===== config.mk =====
export PLATFORM = sky130hd
export DESIGN_NAME = cpuexe_core
export DESIGN_NICKNAME = d
export VERILOG_FILES = /design/src/cpuexe_pkg.sv /design/src/cpuexe_alu.sv /design/src/cpuexe_timer.sv /design/src/cpuexe_core.sv
export VERILOG_INCLUDE_DIRS = /design/src /design/src/src
export SDC_FILE = /design/constraint.sdc
export NUM_CORES = 1
export LEC_CHECK = 0
export ABC_AREA = 0
export BUFFER_PORTS_ARGS = -buffer_cell sky130_fd_sc_hd__buf_4
export CAP_MARGIN = 25
export CORE_MARGIN = 3
export CORE_UTILIZATION = 50
export DETAILED_ROUTE_END_ITERATION = 7
export PLACE_DENSITY_LB_ADDON = 0.25
export SLEW_MARGIN = 5
export SYNTH_ARGS = -nofsm -noshare
export SYNTH_HDL_FRONTEND = slang
export SYNTH_SLANG_ARGS = --single-unit

===== constraint.sdc =====
create_clock -name mclk -period 15.24 [get_ports mclk]
set_clock_uncertainty 0.2 [all_clocks]
set_input_delay 4.572 -clock mclk [delete_from_list [all_inputs] [get_ports mclk]]
set_output_delay 4.572 -clock mclk [all_outputs]
set_load 0.03 [all_outputs]

===== src/cpuexe_cfg.svh =====
`ifndef CPUEXE_CFG_SVH
`define CPUEXE_CFG_SVH

// opcodes
`define CPUEXE_OP_NEXT     8'h0f
`define CPUEXE_OP_OR_RR    8'h42
`define CPUEXE_OP_OR_RI    8'h43
`define CPUEXE_OP_OR_GG    8'h44
`define CPUEXE_OP_OR_GI    8'h45
`define CPUEXE_OP_OR_IM    8'h46
`define CPUEXE_OP_MUL_R    8'h84
`define CPUEXE_OP_MUL_I    8'h85
`define CPUEXE_OP_MUL_IM   8'h86
`define CPUEXE_OP_LDW_RR   8'hc4
`define CPUEXE_OP_LDW_IR   8'hc5
`define CPUEXE_OP_LDW_IML  8'hc6
`define CPUEXE_OP_ST_DEC   8'hf2
`define CPUEXE_OP_ST_INC   8'hf3
`define CPUEXE_OP_NOP      8'hff

// cycle counts per instruction
`define CPUEXE_CYC_NEXT    5'h0a
`define CPUEXE_CYC_OR_RR   5'h04
`define CPUEXE_CYC_OR      5'h06
`define CPUEXE_CYC_MUL     5'h16
`define CPUEXE_CYC_LDW     5'h08
`define CPUEXE_CYC_ST      5'h0e
`define CPUEXE_CYC_NOP     5'h04

// flag bit positions
`define CPUEXE_FLG_C       7
`define CPUEXE_FLG_Z       6
`define CPUEXE_FLG_S       5
`define CPUEXE_FLG_V       4
`define CPUEXE_FLG_D       3
`define CPUEXE_FLG_H       2

// product limit for carry
`define CPUEXE_MUL_LIMIT   16'h00ff

// pointer increments
`define CPUEXE_PAIR_STEP   16'h0001
`define CPUEXE_IP_STEP     16'h0002

// register port offsets
`define CPUEXE_REG_CTRL    3'h0
`define CPUEXE_REG_STATUS  3'h1
`define CPUEXE_REG_FLAGS   3'h2
`define CPUEXE_REG_IPH     3'h3
`define CPUEXE_REG_IPL     3'h4
`define CPUEXE_REG_LASTOP  3'h5

// field positions
`define CPUEXE_CTRL_RUN    0
`define CPUEXE_ST_BUSY     0
`define CPUEXE_ST_PAIRERR  1
`define CPUEXE_ST_BADOP    2

// reset values
`define CPUEXE_RST_CTRL    8'h01
`define CPUEXE_RST_FLAGS   8'h00
`define CPUEXE_RST_IP      16'h0000

`endif


===== src/cpuexe_pkg.sv =====
package cpuexe_pkg;

    typedef enum logic [2:0] {
        CPUEXE_S_IDLE = 3'b000,
        CPUEXE_S_PTR  = 3'b001,
        CPUEXE_S_OPR  = 3'b010,
        CPUEXE_S_CAP  = 3'b011,
        CPUEXE_S_WR0  = 3'b100,
        CPUEXE_S_WR1  = 3'b101,
        CPUEXE_S_WAIT = 3'b110
    } cpuexe_state_t;

    typedef struct packed {
        logic [7:0] opc;
        logic [7:0] b1;
        logic [7:0] b2;
        logic [7:0] b3;
    } cpuexe_ins_t;

    typedef struct packed {
        logic       we;
        logic [7:0] addr;
        logic [7:0] data;
    } cpuexe_rfw_t;

    typedef struct packed {
        logic        req;
        logic        we;
        logic        code;
        logic [15:0] addr;
        logic [7:0]  wdata;
    } cpuexe_mem_t;

endpackage : cpuexe_pkg


===== src/cpuexe_alu.sv =====
`timescale 1ns/100ps
`include "cpuexe_cfg.svh"

module cpuexe_alu (
    input  wire logic [7:0]  va,
    input  wire logic [7:0]  vb,
    input  wire logic [7:0]  flags_in,
    output logic      [7:0]  or_res,
    output logic      [15:0] prod,
    output logic      [7:0]  or_flags,
    output logic      [7:0]  mul_flags
);
    always_comb begin
        or_res = vb | va;
        prod   = {8'h00, vb} * {8'h00, va};
    end

    always_comb begin
        or_flags                  = flags_in;
        or_flags[`CPUEXE_FLG_Z]   = (or_res == 8'h00);
        or_flags[`CPUEXE_FLG_S]   = or_res[7];
        or_flags[`CPUEXE_FLG_V]   = 1'b0;
        mul_flags                 = flags_in;
        mul_flags[`CPUEXE_FLG_C]  = (prod > `CPUEXE_MUL_LIMIT);
        mul_flags[`CPUEXE_FLG_Z]  = (prod == 16'h0000);
        mul_flags[`CPUEXE_FLG_S]  = prod[15];
        mul_flags[`CPUEXE_FLG_V]  = 1'b0;
    end
endmodule : cpuexe_alu


===== src/cpuexe_timer.sv =====
`timescale 1ns/100ps

module cpuexe_timer (
    input  wire logic       mclk,
    input  wire logic       reset,
    input  wire logic       load,
    input  wire logic [4:0] load_val,
    output logic            last
);
    logic [4:0] cnt_q;

    // loaded with count-1 so the last busy cycle sees one
    always_ff @(posedge mclk or posedge reset) begin
        if (reset) begin
            cnt_q <= 5'h00;
        end else if (load) begin
            cnt_q <= load_val - 5'h01;
        end else if (cnt_q != 5'h00) begin
            cnt_q <= cnt_q - 5'h01;
        end
    end

    assign last = (cnt_q == 5'h01);
endmodule : cpuexe_timer


===== src/cpuexe_core.sv =====
`timescale 1ns/100ps
`include "cpuexe_cfg.svh"

module cpuexe_core (
    input  wire logic                    mclk,
    input  wire logic                    reset,
    input  wire logic                    ins_valid,
    input  wire cpuexe_pkg::cpuexe_ins_t ins_data,
    output logic                         ins_ready,
    input  wire logic [3:0]              wrk_base,
    output logic [7:0]                   rf_a_addr,
    output logic [7:0]                   rf_b_addr,
    input  wire logic [7:0]              rf_a_rdata,
    input  wire logic [7:0]              rf_b_rdata,
    output cpuexe_pkg::cpuexe_rfw_t      rf_wr,
    output cpuexe_pkg::cpuexe_mem_t      mem_out,
    input  wire logic [7:0]              mem_rdata,
    output logic                         pc_load,
    output logic [15:0]                  pc_value,
    output logic [7:0]                   flags,
    input  wire logic [2:0]              reg_addr,
    input  wire logic [7:0]              reg_wdata,
    input  wire logic                    reg_we,
    input  wire logic                    reg_re,
    output logic [7:0]                   reg_rdata
);
    import cpuexe_pkg::*;

    cpuexe_state_t state_q;
    cpuexe_state_t state_d;
    cpuexe_ins_t   ins_q;
    cpuexe_rfw_t   rf_wr_q;
    cpuexe_rfw_t   wr1_q;
    cpuexe_mem_t   mem_q;
    logic [7:0]    flags_q;
    logic [15:0]   ip_q;
    logic [7:0]    srcv_q;
    logic [7:0]    pchi_q;
    logic          pc_load_q;
    logic [15:0]   pc_value_q;
    logic [7:0]    ctrl_q;
    logic          pairerr_q;
    logic          badop_q;
    logic [7:0]    lastop_q;
    logic [7:0]    reg_rdata_q;

    logic          fire;
    logic          last;
    logic [4:0]    cyc;
    logic          is_or, is_mul, is_ldw, is_st, is_nx, is_known;
    logic          indir, use_ptr, imm, two_wr, pair0;
    logic [7:0]    ptr_addr, src_direct, dst_b, wdst_e, immv;
    logic [7:0]    va, vb;
    logic [15:0]   pair, npair;
    logic [7:0]    or_res, or_flags, mul_flags;
    logic [15:0]   prod;
    logic [3:0]    hn_in, hn, ln;

    // instruction classes of the latched opcode
    always_comb begin
        hn       = ins_q.b1[7:4];
        ln       = ins_q.b1[3:0];
        is_or    = (ins_q.opc >= `CPUEXE_OP_OR_RR) && (ins_q.opc <= `CPUEXE_OP_OR_IM);
        is_mul   = (ins_q.opc >= `CPUEXE_OP_MUL_R) && (ins_q.opc <= `CPUEXE_OP_MUL_IM);
        is_ldw   = (ins_q.opc >= `CPUEXE_OP_LDW_RR) && (ins_q.opc <= `CPUEXE_OP_LDW_IML);
        is_st    = (ins_q.opc == `CPUEXE_OP_ST_DEC) || (ins_q.opc == `CPUEXE_OP_ST_INC);
        is_nx    = (ins_q.opc == `CPUEXE_OP_NEXT);
        indir    = (ins_q.opc == `CPUEXE_OP_OR_RI) || (ins_q.opc == `CPUEXE_OP_OR_GI) ||
                   (ins_q.opc == `CPUEXE_OP_MUL_I) || (ins_q.opc == `CPUEXE_OP_LDW_IR);
        use_ptr  = indir || is_st || is_nx;
        imm      = (ins_q.opc == `CPUEXE_OP_OR_IM) || (ins_q.opc == `CPUEXE_OP_MUL_IM);
        immv     = (ins_q.opc == `CPUEXE_OP_OR_IM) ? ins_q.b2 : ins_q.b1;
        two_wr   = is_mul || is_ldw || is_st;
    end

    // register addresses of each operand
    always_comb begin
        ptr_addr   = ins_q.b1;
        src_direct = ins_q.b1;
        dst_b      = ins_q.b2;
        wdst_e     = {ins_q.b2[7:1], 1'b0};
        if (ins_q.opc == `CPUEXE_OP_OR_RR || ins_q.opc == `CPUEXE_OP_OR_RI) begin
            ptr_addr   = {wrk_base, ln};
            src_direct = {wrk_base, ln};
            dst_b      = {wrk_base, hn};
            wdst_e     = {wrk_base, hn};
        end else if (ins_q.opc == `CPUEXE_OP_OR_IM) begin
            dst_b      = ins_q.b1;
            wdst_e     = ins_q.b1;
        end else if (is_or) begin
            wdst_e     = ins_q.b2;
        end else if (is_mul) begin
            dst_b      = {ins_q.b2[7:1], 1'b0};
        end else if (ins_q.opc == `CPUEXE_OP_LDW_RR) begin
            src_direct = {ins_q.b1[7:1], 1'b0};
            dst_b      = {ins_q.b1[7:1], 1'b1};
        end else if (ins_q.opc == `CPUEXE_OP_LDW_IML) begin
            wdst_e     = {ins_q.b1[7:1], 1'b0};
        end else if (is_st) begin
            ptr_addr   = {wrk_base, ln};
            src_direct = {wrk_base, hn[3:1], 1'b0};
            dst_b      = {wrk_base, hn[3:1], 1'b1};
            wdst_e     = {wrk_base, hn[3:1], 1'b0};
        end
    end

    // cycle count, decoded from the arriving opcode
    always_comb begin
        hn_in = ins_data.b1[7:4];
        pair0 = 1'b0;
        case (ins_data.opc)
            `CPUEXE_OP_NEXT:     cyc = `CPUEXE_CYC_NEXT;
            `CPUEXE_OP_OR_RR:    cyc = `CPUEXE_CYC_OR_RR;
            `CPUEXE_OP_OR_RI,
            `CPUEXE_OP_OR_GG,
            `CPUEXE_OP_OR_GI,
            `CPUEXE_OP_OR_IM:    cyc = `CPUEXE_CYC_OR;
            `CPUEXE_OP_MUL_R,
            `CPUEXE_OP_MUL_I,
            `CPUEXE_OP_MUL_IM:   cyc = `CPUEXE_CYC_MUL;
            `CPUEXE_OP_LDW_RR,
            `CPUEXE_OP_LDW_IR,
            `CPUEXE_OP_LDW_IML:  cyc = `CPUEXE_CYC_LDW;
            `CPUEXE_OP_ST_DEC,
            `CPUEXE_OP_ST_INC: begin
                cyc   = `CPUEXE_CYC_ST;
                pair0 = (hn_in[3:1] == 3'b000);
            end
            default:             cyc = `CPUEXE_CYC_NOP;
        endcase
        is_known = (cyc != `CPUEXE_CYC_NOP) || (ins_data.opc == `CPUEXE_OP_NOP) ||
                   (ins_data.opc == `CPUEXE_OP_OR_RR);
    end

    assign ins_ready = (state_q == CPUEXE_S_IDLE) && ctrl_q[`CPUEXE_CTRL_RUN];
    assign fire      = ins_valid && ins_ready;

    cpuexe_timer u_timer (
        .mclk     (mclk),
        .reset    (reset),
        .load     (fire),
        .load_val (cyc),
        .last     (last)
    );

    // operand values and results in the capture cycle
    always_comb begin
        va    = imm ? immv : rf_a_rdata;
        vb    = rf_b_rdata;
        pair  = {va, vb};
        npair = (ins_q.opc == `CPUEXE_OP_ST_DEC) ? pair - `CPUEXE_PAIR_STEP : pair + `CPUEXE_PAIR_STEP;
    end

    cpuexe_alu u_alu (
        .va        (va),
        .vb        (vb),
        .flags_in  (flags_q),
        .or_res    (or_res),
        .prod      (prod),
        .or_flags  (or_flags),
        .mul_flags (mul_flags)
    );

    always_comb begin
        state_d = state_q;
        case (state_q)
            CPUEXE_S_IDLE: begin
                if (fire) begin
                    if (!is_known || pair0 || ins_data.opc == `CPUEXE_OP_NOP) begin
                        state_d = CPUEXE_S_WAIT;
                    end else if (ins_data.opc == `CPUEXE_OP_NEXT || ins_data.opc == `CPUEXE_OP_OR_RI ||
                                 ins_data.opc == `CPUEXE_OP_OR_GI || ins_data.opc == `CPUEXE_OP_MUL_I ||
                                 ins_data.opc == `CPUEXE_OP_LDW_IR || ins_data.opc == `CPUEXE_OP_ST_DEC ||
                                 ins_data.opc == `CPUEXE_OP_ST_INC) begin
                        state_d = CPUEXE_S_PTR;
                    end else begin
                        state_d = CPUEXE_S_OPR;
                    end
                end
            end
            CPUEXE_S_PTR:  state_d = CPUEXE_S_OPR;
            CPUEXE_S_OPR:  state_d = CPUEXE_S_CAP;
            CPUEXE_S_CAP: begin
                if (is_nx) begin
                    state_d = last ? CPUEXE_S_IDLE : CPUEXE_S_WAIT;
                end else begin
                    state_d = CPUEXE_S_WR0;
                end
            end
            CPUEXE_S_WR0: begin
                if (two_wr) begin
                    state_d = CPUEXE_S_WR1;
                end else begin
                    state_d = last ? CPUEXE_S_IDLE : CPUEXE_S_WAIT;
                end
            end
            CPUEXE_S_WR1:  state_d = last ? CPUEXE_S_IDLE : CPUEXE_S_WAIT;
            CPUEXE_S_WAIT: state_d = last ? CPUEXE_S_IDLE : CPUEXE_S_WAIT;
            default:       state_d = CPUEXE_S_IDLE;
        endcase
    end

    always_ff @(posedge mclk or posedge reset) begin
        if (reset) begin
            state_q <= CPUEXE_S_IDLE;
        end else begin
            state_q <= state_d;
        end
    end

    always_ff @(posedge mclk or posedge reset) begin
        if (reset) begin
            ins_q <= '0;
        end else if (fire) begin
            ins_q <= ins_data;
        end
    end

    // read addresses; port b is unused outside the operand cycle
    always_comb begin
        rf_a_addr = 8'h00;
        rf_b_addr = 8'h00;
        if (state_q == CPUEXE_S_PTR) begin
            rf_a_addr = ptr_addr;
        end else if (state_q == CPUEXE_S_OPR) begin
            rf_a_addr = indir ? rf_a_rdata : src_direct;
            rf_b_addr = dst_b;
            if (ins_q.opc == `CPUEXE_OP_LDW_IR) begin
                rf_b_addr = rf_a_rdata + 8'h01;
            end
        end
    end

    // store source byte is read ahead of the pair
    always_ff @(posedge mclk or posedge reset) begin
        if (reset) begin
            srcv_q <= 8'h00;
        end else if (state_q == CPUEXE_S_OPR) begin
            srcv_q <= rf_a_rdata;
        end
    end

    // register file writes, second byte parked until the first is out
    always_ff @(posedge mclk or posedge reset) begin
        if (reset) begin
            rf_wr_q <= '0;
            wr1_q   <= '0;
        end else begin
            rf_wr_q.we <= 1'b0;
            if (state_q == CPUEXE_S_CAP) begin
                if (is_or) begin
                    rf_wr_q <= '{we: 1'b1, addr: wdst_e, data: or_res};
                end else if (is_mul) begin
                    rf_wr_q <= '{we: 1'b1, addr: dst_b, data: prod[15:8]};
                    wr1_q   <= '{we: 1'b1, addr: {dst_b[7:1], 1'b1}, data: prod[7:0]};
                end else if (ins_q.opc == `CPUEXE_OP_LDW_IML) begin
                    rf_wr_q <= '{we: 1'b1, addr: wdst_e, data: ins_q.b2};
                    wr1_q   <= '{we: 1'b1, addr: {wdst_e[7:1], 1'b1}, data: ins_q.b3};
                end else if (is_ldw) begin
                    rf_wr_q <= '{we: 1'b1, addr: wdst_e, data: va};
                    wr1_q   <= '{we: 1'b1, addr: {wdst_e[7:1], 1'b1}, data: vb};
                end else if (is_st) begin
                    rf_wr_q <= '{we: 1'b1, addr: wdst_e, data: npair[15:8]};
                    wr1_q   <= '{we: 1'b1, addr: {wdst_e[7:1], 1'b1}, data: npair[7:0]};
                end
            end else if (state_q == CPUEXE_S_WR0 && two_wr) begin
                rf_wr_q <= wr1_q;
            end
        end
    end

    // memory port: thread fetch reads and pre-modified stores
    always_ff @(posedge mclk or posedge reset) begin
        if (reset) begin
            mem_q <= '0;
        end else begin
            mem_q <= '0;
            if (fire && ins_data.opc == `CPUEXE_OP_NEXT) begin
                mem_q <= '{req: 1'b1, we: 1'b0, code: 1'b1, addr: ip_q, wdata: 8'h00};
            end else if (state_q == CPUEXE_S_PTR && is_nx) begin
                mem_q <= '{req: 1'b1, we: 1'b0, code: 1'b1, addr: ip_q + `CPUEXE_PAIR_STEP, wdata: 8'h00};
            end else if (state_q == CPUEXE_S_CAP && is_st) begin
                // address is the updated pair, never the old one
                mem_q <= '{req: 1'b1, we: 1'b1, code: ~hn[0], addr: npair, wdata: srcv_q};
            end
        end
    end

    // program counter load for thread dispatch, on the same edge as the pointer bump
    always_ff @(posedge mclk or posedge reset) begin
        if (reset) begin
            pchi_q     <= 8'h00;
            pc_load_q  <= 1'b0;
            pc_value_q <= 16'h0000;
        end else begin
            pc_load_q <= 1'b0;
            if (state_q == CPUEXE_S_OPR && is_nx) begin
                pchi_q <= mem_rdata;
            end
            if (state_q == CPUEXE_S_CAP && is_nx) begin
                pc_load_q  <= 1'b1;
                pc_value_q <= {pchi_q, mem_rdata};
            end
        end
    end

    // thread pointer: hardware bump wins over a software write
    always_ff @(posedge mclk or posedge reset) begin
        if (reset) begin
            ip_q <= `CPUEXE_RST_IP;
        end else if (state_q == CPUEXE_S_CAP && is_nx) begin
            ip_q <= ip_q + `CPUEXE_IP_STEP;
        end else if (reg_we && reg_addr == `CPUEXE_REG_IPH) begin
            ip_q[15:8] <= reg_wdata;
        end else if (reg_we && reg_addr == `CPUEXE_REG_IPL) begin
            ip_q[7:0] <= reg_wdata;
        end
    end

    // flags: only OR, multiply and a software write to the flags register touch them
    always_ff @(posedge mclk or posedge reset) begin
        if (reset) begin
            flags_q <= `CPUEXE_RST_FLAGS;
        end else if (state_q == CPUEXE_S_CAP && is_or) begin
            flags_q <= or_flags;
        end else if (state_q == CPUEXE_S_CAP && is_mul) begin
            flags_q <= mul_flags;
        end else if (reg_we && reg_addr == `CPUEXE_REG_FLAGS) begin
            flags_q <= reg_wdata;
        end
    end

    // control and sticky status; a new event beats a clear
    always_ff @(posedge mclk or posedge reset) begin
        if (reset) begin
            ctrl_q    <= `CPUEXE_RST_CTRL;
            pairerr_q <= 1'b0;
            badop_q   <= 1'b0;
            lastop_q  <= 8'h00;
        end else begin
            if (reg_we && reg_addr == `CPUEXE_REG_CTRL) begin
                ctrl_q <= reg_wdata;
            end
            if (fire && pair0) begin
                pairerr_q <= 1'b1;
            end else if (reg_we && reg_addr == `CPUEXE_REG_STATUS && reg_wdata[`CPUEXE_ST_PAIRERR]) begin
                pairerr_q <= 1'b0;
            end
            if (fire && !is_known) begin
                badop_q <= 1'b1;
            end else if (reg_we && reg_addr == `CPUEXE_REG_STATUS && reg_wdata[`CPUEXE_ST_BADOP]) begin
                badop_q <= 1'b0;
            end
            if (fire) begin
                lastop_q <= ins_data.opc;
            end
        end
    end

    always_ff @(posedge mclk or posedge reset) begin
        if (reset) begin
            reg_rdata_q <= 8'h00;
        end else if (reg_re) begin
            if (reg_addr == `CPUEXE_REG_CTRL) begin
                reg_rdata_q <= ctrl_q;
            end else if (reg_addr == `CPUEXE_REG_STATUS) begin
                reg_rdata_q <= {5'h00, badop_q, pairerr_q, (state_q != CPUEXE_S_IDLE)};
            end else if (reg_addr == `CPUEXE_REG_FLAGS) begin
                reg_rdata_q <= flags_q;
            end else if (reg_addr == `CPUEXE_REG_IPH) begin
                reg_rdata_q <= ip_q[15:8];
            end else if (reg_addr == `CPUEXE_REG_IPL) begin
                reg_rdata_q <= ip_q[7:0];
            end else if (reg_addr == `CPUEXE_REG_LASTOP) begin
                reg_rdata_q <= lastop_q;
            end else begin
                reg_rdata_q <= 8'h00;
            end
        end else begin
            reg_rdata_q <= 8'h00;
        end
    end

    assign rf_wr     = rf_wr_q;
    assign mem_out   = mem_q;
    assign pc_load   = pc_load_q;
    assign pc_value  = pc_value_q;
    assign flags     = flags_q;
    assign reg_rdata = reg_rdata_q;
endmodule : cpuexe_core


# ---- Word-level counts from Yosys, hierarchy flattened
# Cells that the tools add are included.
dict set report totals {
  register_bits 176
  output_inout_bits 94
  inputBits 76
}
dict set report op_classes {
  muxes 80
  n_mul 1
  reduce_logical 67
  bitwise_logic 5
  n_addsub 7
  order_cmp 7
  eq_ne 43
}
# op n
set ops {}
lappend ops {{8-bit two-way mux} 47}
lappend ops {{17-bit two-way mux} 11}
lappend ops {{8-bit == test, second input constant} 16}
lappend ops {{27-bit two-way mux} 3}
lappend ops {{8-bit by 7-bit == test with 1-bit output, second input constant} 9}
lappend ops {{16-bit by 1-bit adder with 16-bit output, second input constant} 2}
lappend ops {{16-bit two-way mux} 2}
lappend ops {{5-bit one-hot mux with 5 select lines} 1}
lappend ops {{1-bit logical AND} 22}
lappend ops {{1-bit logical OR} 18}
lappend ops {{3-bit one-hot mux with 6 select lines} 1}
lappend ops {{16-bit by 2-bit adder with 16-bit output, second input constant} 1}
lappend ops {{8-bit by 4-bit == test with 1-bit output, second input constant} 2}
lappend ops {{8-bit >= comparator, second input constant} 2}
lappend ops {{16-bit by 8-bit greater-than comparator with 1-bit output, second input constant} 1}
lappend ops {{8-bit less-or-equal comparator, second input constant} 2}
lappend ops {{16-bit zero test} 1}
lappend ops {{8-bit by 8-bit multiplier with 16-bit output} 1}
lappend ops {{16-bit by 1-bit subtractor with 16-bit output, second input constant} 1}
lappend ops {{3-bit == test, second input constant} 5}
lappend ops {{3-bit two-way mux} 5}
lappend ops {{2-bit nonzero test} 7}
lappend ops {{3-bit by 2-bit == test with 1-bit output, second input constant} 4}
lappend ops {{5-bit two-way mux} 2}
lappend ops {{25 further kinds} 44}

# ---- Depth between registers and ports, before layout
dict set report logic_depth {
  word_depth 14
  depth_mapped 24
}

# ---- By module
# A second synthesis with hierarchy kept.
dict set report unflattened {
  hier_cells 1610
  hier_area_um2 13319.0
}
# mod cells_per_inst instances area_per_inst_um2
set by_module_without_submodules {}
lappend by_module_without_submodules {cpuexe_core 1282 1 10442.5}
lappend by_module_without_submodules {cpuexe_alu 290 1 2501.1}
lappend by_module_without_submodules {cpuexe_timer 38 1 375.4}

# ---- Least setup slack after synthesis
# No wires, ideal clock.
dict set report synth_path {
  kind {input-to-output}
  from {in rf_a_rdata[2]}
  to {out rf_b_addr[7]}
  path_buffers 1
  setup_slack_ns 4.596
  path_stages 6
  arrival_time_ns 5.872
  path_cell_list {clkbuf_1 > nand3_1 > or2_2 > xnor2_1 > a21oi_1 > nor2_1}
}
dict set report synth_via {
  elab_chain_cells 4
}
# element line
set synth_rtl {}
lappend synth_rtl {{start: declaration} cpuexe_core.sv:13} ;# input wire logic [7:0] rf_a_rdata,
lappend synth_rtl {{8-bit by 1-bit adder with 8-bit output} cpuexe_core.sv:229} ;# rf_b_addr = rf_a_rdata + 8'h01;
lappend synth_rtl {{8-bit two-way mux} cpuexe_core.sv:228} ;# if (ins_q.opc == `CPUEXE_OP_LDW_IR) begin
lappend synth_rtl {{8-bit two-way mux} cpuexe_core.sv:225} ;# end else if (state_q == CPUEXE_S_OPR) begin
lappend synth_rtl {{8-bit two-way mux} cpuexe_core.sv:223} ;# if (state_q == CPUEXE_S_PTR) begin
lappend synth_rtl {{end: declaration} cpuexe_core.sv:12} ;# output logic [7:0] rf_b_addr,
# No other way between the ends.

# ---- Worst setup path in the final report
dict set report layout_path {
  from {in rf_a_rdata[0]}
  to {out rf_b_addr[7]}
}
# The elaborated chain is that of the path after synthesis.

==> results.txt <==
----------------------------------------------------
[Synthesis]
  Asr flop ratio synth ... 1.000
  Number of register bits inferred by synthesis ... 175
  Top area cells in the synthesized netlist ... sky130_fd_sc_hd__dfrtp_1 34%, sky130_fd_sc_hd__nand2_1 9.3%, sky130_fd_sc_hd__fa_1 5.8%
  Multiplexer share of the synthesized area ... 0.03887
  Number of synthesized flops with an enable pin ... 0
  Post-synthesis share of cell area spent on xor and xnor gates ... 0.02530
  Yosys warning total ... 0
  Dominant synthesized flop cell ... sky130_fd_sc_hd__dfrtp_1
  Average footprint of a synthesized cell ... around 8.2 um^2
  Share of the yosys chip area belonging to registers ... 0.3420
  Fraction of synthesized cell area taken by the top area cell type ... 0.3399
  Number of library cell types mapped by synthesis ... 84
  Net Count, Synth ... roughly 1.7k
  Basic-gate share of the synthesized area counting and, or, nand and nor cells ... 0.2478
  Yosys top cell by area ... sky130_fd_sc_hd__dfrtp_1
  Dominant combinational cell family by area after synthesis ... simple AND/OR/NAND/NOR gates
  Compound-Gate Fraction of Synth Area ... 0.1862
  Arithmetic-cell share of the synthesized area counting full adders, half adders and majority gates ... 0.1125
  Gate Count Post-Synth ... between 1.5k and 2k
  Area of the mapped netlist ... 12810 um^2

[Floorplanning]
  Area of the core ... 24750 um^2
  Number of rows created at floorplan ... 57
  Die Ht ... around 170 um
  Total I/O pin count ... between 150 and 200
  Initial core utilization ... 0.5176
  Area of the die ... 27580 um^2
  Die width ... about 170 um

[Timing]
  Post-layout min period ... 10.60 ns
  Max-Slew Margin vs Limit ... 0.3111
  Worst setup slack after layout ... 4.638 ns
  RSZ-0062 raised after global routing ... no
  Endpoints failing hold ... 0
  Fmax ... roughly 94 MHz
  Final number of max-transition violations ... 0
  Post-route fraction of the period consumed by the critical path ... 0.6956
  Slew at the pin closest to its max-slew limit ... slightly above 1 ns
  Final TNS setup ... 0 ns
  Endpoints failing setup ... 0

[Place]
  Total of buffers placed on input and output ports ... roughly 170
  Cell Area, Placed ... ~14000 um^2
  Worst-case setup slack after placement ... 4.528 ns
  Gp weighted congestion ... around 0.98
  Detailed placement HPWL ... 31.28 mm

[Clock network]
  Level count of the clock H-tree ... 4
  Clock insertion delay at the later pin of the skew report ... 0.44 ns
  TritonCTS clock tree ... done
  Clock buffer count from CTS ... 17
  Number of clock sinks ... between 150 and 200
  Clock Root Buffer ... sky130_fd_sc_hd__clkbuf_16
  Clock input transition at the sequential cells of the worst setup and hold paths ... ~0.08 ns
  Maximum count of clock buffers along a single path ... 2
  Post-CTS Setup Repair Bufs ... 0
  Gates resized, CTS repair ... 0
  Cts hold-fix bufs ... 0

[Cells and area]
  Final core occ ... 0.6010
  Number of nets in the finished design ... ~1.8k
  Layout overhead on the synthesized area ... 16.11%
  Antenna Diode Count ... 0
  Commonest cells after routing, fill and taps aside ... 319 x sky130_fd_sc_hd__nand2_1, 178 x sky130_fd_sc_hd__buf_4, 174 x sky130_fd_sc_hd__dfrtp_1, 118 x sky130_fd_sc_hd__nor2_1, 90 x sky130_fd_sc_hd__a21oi_1
  Most common cell after layout, fill and taps aside ... sky130_fd_sc_hd__nand2_1
  Design Area, Final ... between 10000 and 15000 um^2
  Proportion of layout cells with a drive suffix above 1 ... 0.1592

[Setup path]
  Worst EP required ... about 10 ns
  Critical path data arrival time ... between 5 and 6 ns
  Sort of element at the start of the critical path ... input pin
  Worst Setup End Kind ... output pin
  Largest fanout on the critical path ... 8
  Type of the setup path with the least slack ... input pin to output pin

[Status]
  Run status ... finished with violations
  Violated checks ... DRC

[Detailed routing]
  Violation count after the first detailed-routing iteration ... 1253
  Detailed-router iteration count before antenna repair ... 8
  DRC ... 7
  Post-route antenna net violation count ... 0
  Count of vias placed by the detailed router ... about 12k
  Final routed wire length divided by cell count ... ~21 um
  Total length of routed wires ... ~42 mm
  Via count normalized by instance count ... roughly 6

[Power]
  Leakage Power ... between 7 and 8 nW
  Largest vdd supply drop ... ~0.00012 V
  Cell area power density ... around 200 nW/um^2

[Global route]
  Number of global-route vias before repair ... 12.01k
  Most heavily used metal layer in global routing ... met2
  GR Util met3 ... 0.04904
  Met1 Track Usage GR ... 0.4273
  Maximum number of pins on one net before global-route repair ... approximately 80
  GRT Util Overall ... 0.3018
  First-pass GRT wire length ... between 60 and 70 mm
  Met2 GRT Util ... 0.4778
  Total global routing overflow ... 0
  Antenna violations before repair ... 0

[Min path]
  Hold Crit Class ... register to register

[Run]
  Number of maximum-capacitance constraint violations ... 0

----------------------------------------------------
==> critical path: stages <==
cell	delay (ns)
sky130_fd_sc_hd__buf_4	0.15
sky130_fd_sc_hd__and3_1	0.16
sky130_fd_sc_hd__nand3_1	0.10
sky130_fd_sc_hd__or2_2	0.31
sky130_fd_sc_hd__xnor2_1	0.13
sky130_fd_sc_hd__a21oi_1	0.15
sky130_fd_sc_hd__nor2_1	0.05
sky130_fd_sc_hd__buf_4	0.19
==> cell type report <==
type,instances,area (um^2)
sequential,175,4380
clock buffer,17,425.4
multi-input combinational,1232,7831
fill,2214,9874
inverter,65,249.0
clock inverter,15,217.7
tap,324,405.4
timing repair buffer,179,1364
==> per-layer routing <==
metal | share of wire | up-vias
li1 | - | 5676
met5 | 0 | -
met1 | 0.43 | 5933
met3 | 0.088 | 99
met4 | 0.031 | 0
met2 | 0.45 | 645
==> power by group <==
group          internal (mW)  leakage, nW  switching (mW)  total [mW]
Combinational          0.644         4.63            1.00        1.65
Clock                  0.231        0.308           0.247       0.478
Sequential             0.584         2.14           0.186       0.770
==> sequential cells by signal (all words and copies together) (netlist names) <==
signal / cells
pairerr_q: 1
pchi_q: 8
wr1_q: 16
state_q: 3
ctrl_q: 8
reg_rdata: 8
ip_q: 16
rf_wr: 17
ins_q: 20
pc_value: 16
flags: 8
lastop_q: 8
srcv_q: 8
badop_q: 1
mem_out: 27
pc_load: 1
u_timer.cnt_q: 5
hn: 4
==> logic make-up (layout without fill, tap and decap cells) <==
| group | count (synthesis) | in the layout |
|---|---|---|
| AO/OA/AOI/OAI | 366 | 366 |
| XOR/XNOR | 37 | 37 |
| adder cells (fa/ha/maj) | 93 | 93 |
| buffers and inverters | 154 | 276 |
| flip-flops | 175 | 175 |
| multiplexers | 47 | 47 |
| AND/OR/NAND/NOR | 689 | 689 |
==> cell usage after synthesis, types with 22 or more instances <==
master	n
sky130_fd_sc_hd__nor3_1	37
sky130_fd_sc_hd__a31oi_1	30
sky130_fd_sc_hd__nand3_1	63
sky130_fd_sc_hd__fa_1	37
sky130_fd_sc_hd__inv_1	64
sky130_fd_sc_hd__mux2i_1	25
sky130_fd_sc_hd__nand2_1	319
sky130_fd_sc_hd__mux2_2	22
sky130_fd_sc_hd__dfrtp_1	174
sky130_fd_sc_hd__and2_1	50
sky130_fd_sc_hd__o21ai_0	76
sky130_fd_sc_hd__a21oi_1	90
sky130_fd_sc_hd__clkbuf_1	70
sky130_fd_sc_hd__nor2_1	119
sky130_fd_sc_hd__ha_1	56
sky130_fd_sc_hd__and3_1	25
==> metrics by stage <==
step | total power, mW | cells | hold slack [ns]
after CTS | 2.877 | 2006 | 0.2757
after global routing | 3.124 | 2007 | 0.2932
after global placement | 2.347 | 1974 | 0.2453
final | 2.894 | 2007 | 0.2692
after floorplan | 1.929 | 1561 | 0.2346
after detailed placement | 2.386 | 1974 | 0.2562
==> path summary, 6_finish.rpt <==
kind	startpoint	to	slack (ns)	cells past startpoint
min in group asynchronous	reset	pc_value[0]	4.02	2
hold reg to reg	pc_value[9]	pc_value[9]	0.27	2
hold / removal	pc_value[9]	pc_value[9]	0.27	2
max in group asynchronous	reset	flags[5]	8.93	4
setup reg to reg	lastop_q[3]	flags[6]	7.87	19
setup / recovery	rf_a_rdata[0]	rf_b_addr[7]	4.64	8
(Power assumes the default switching activity.)
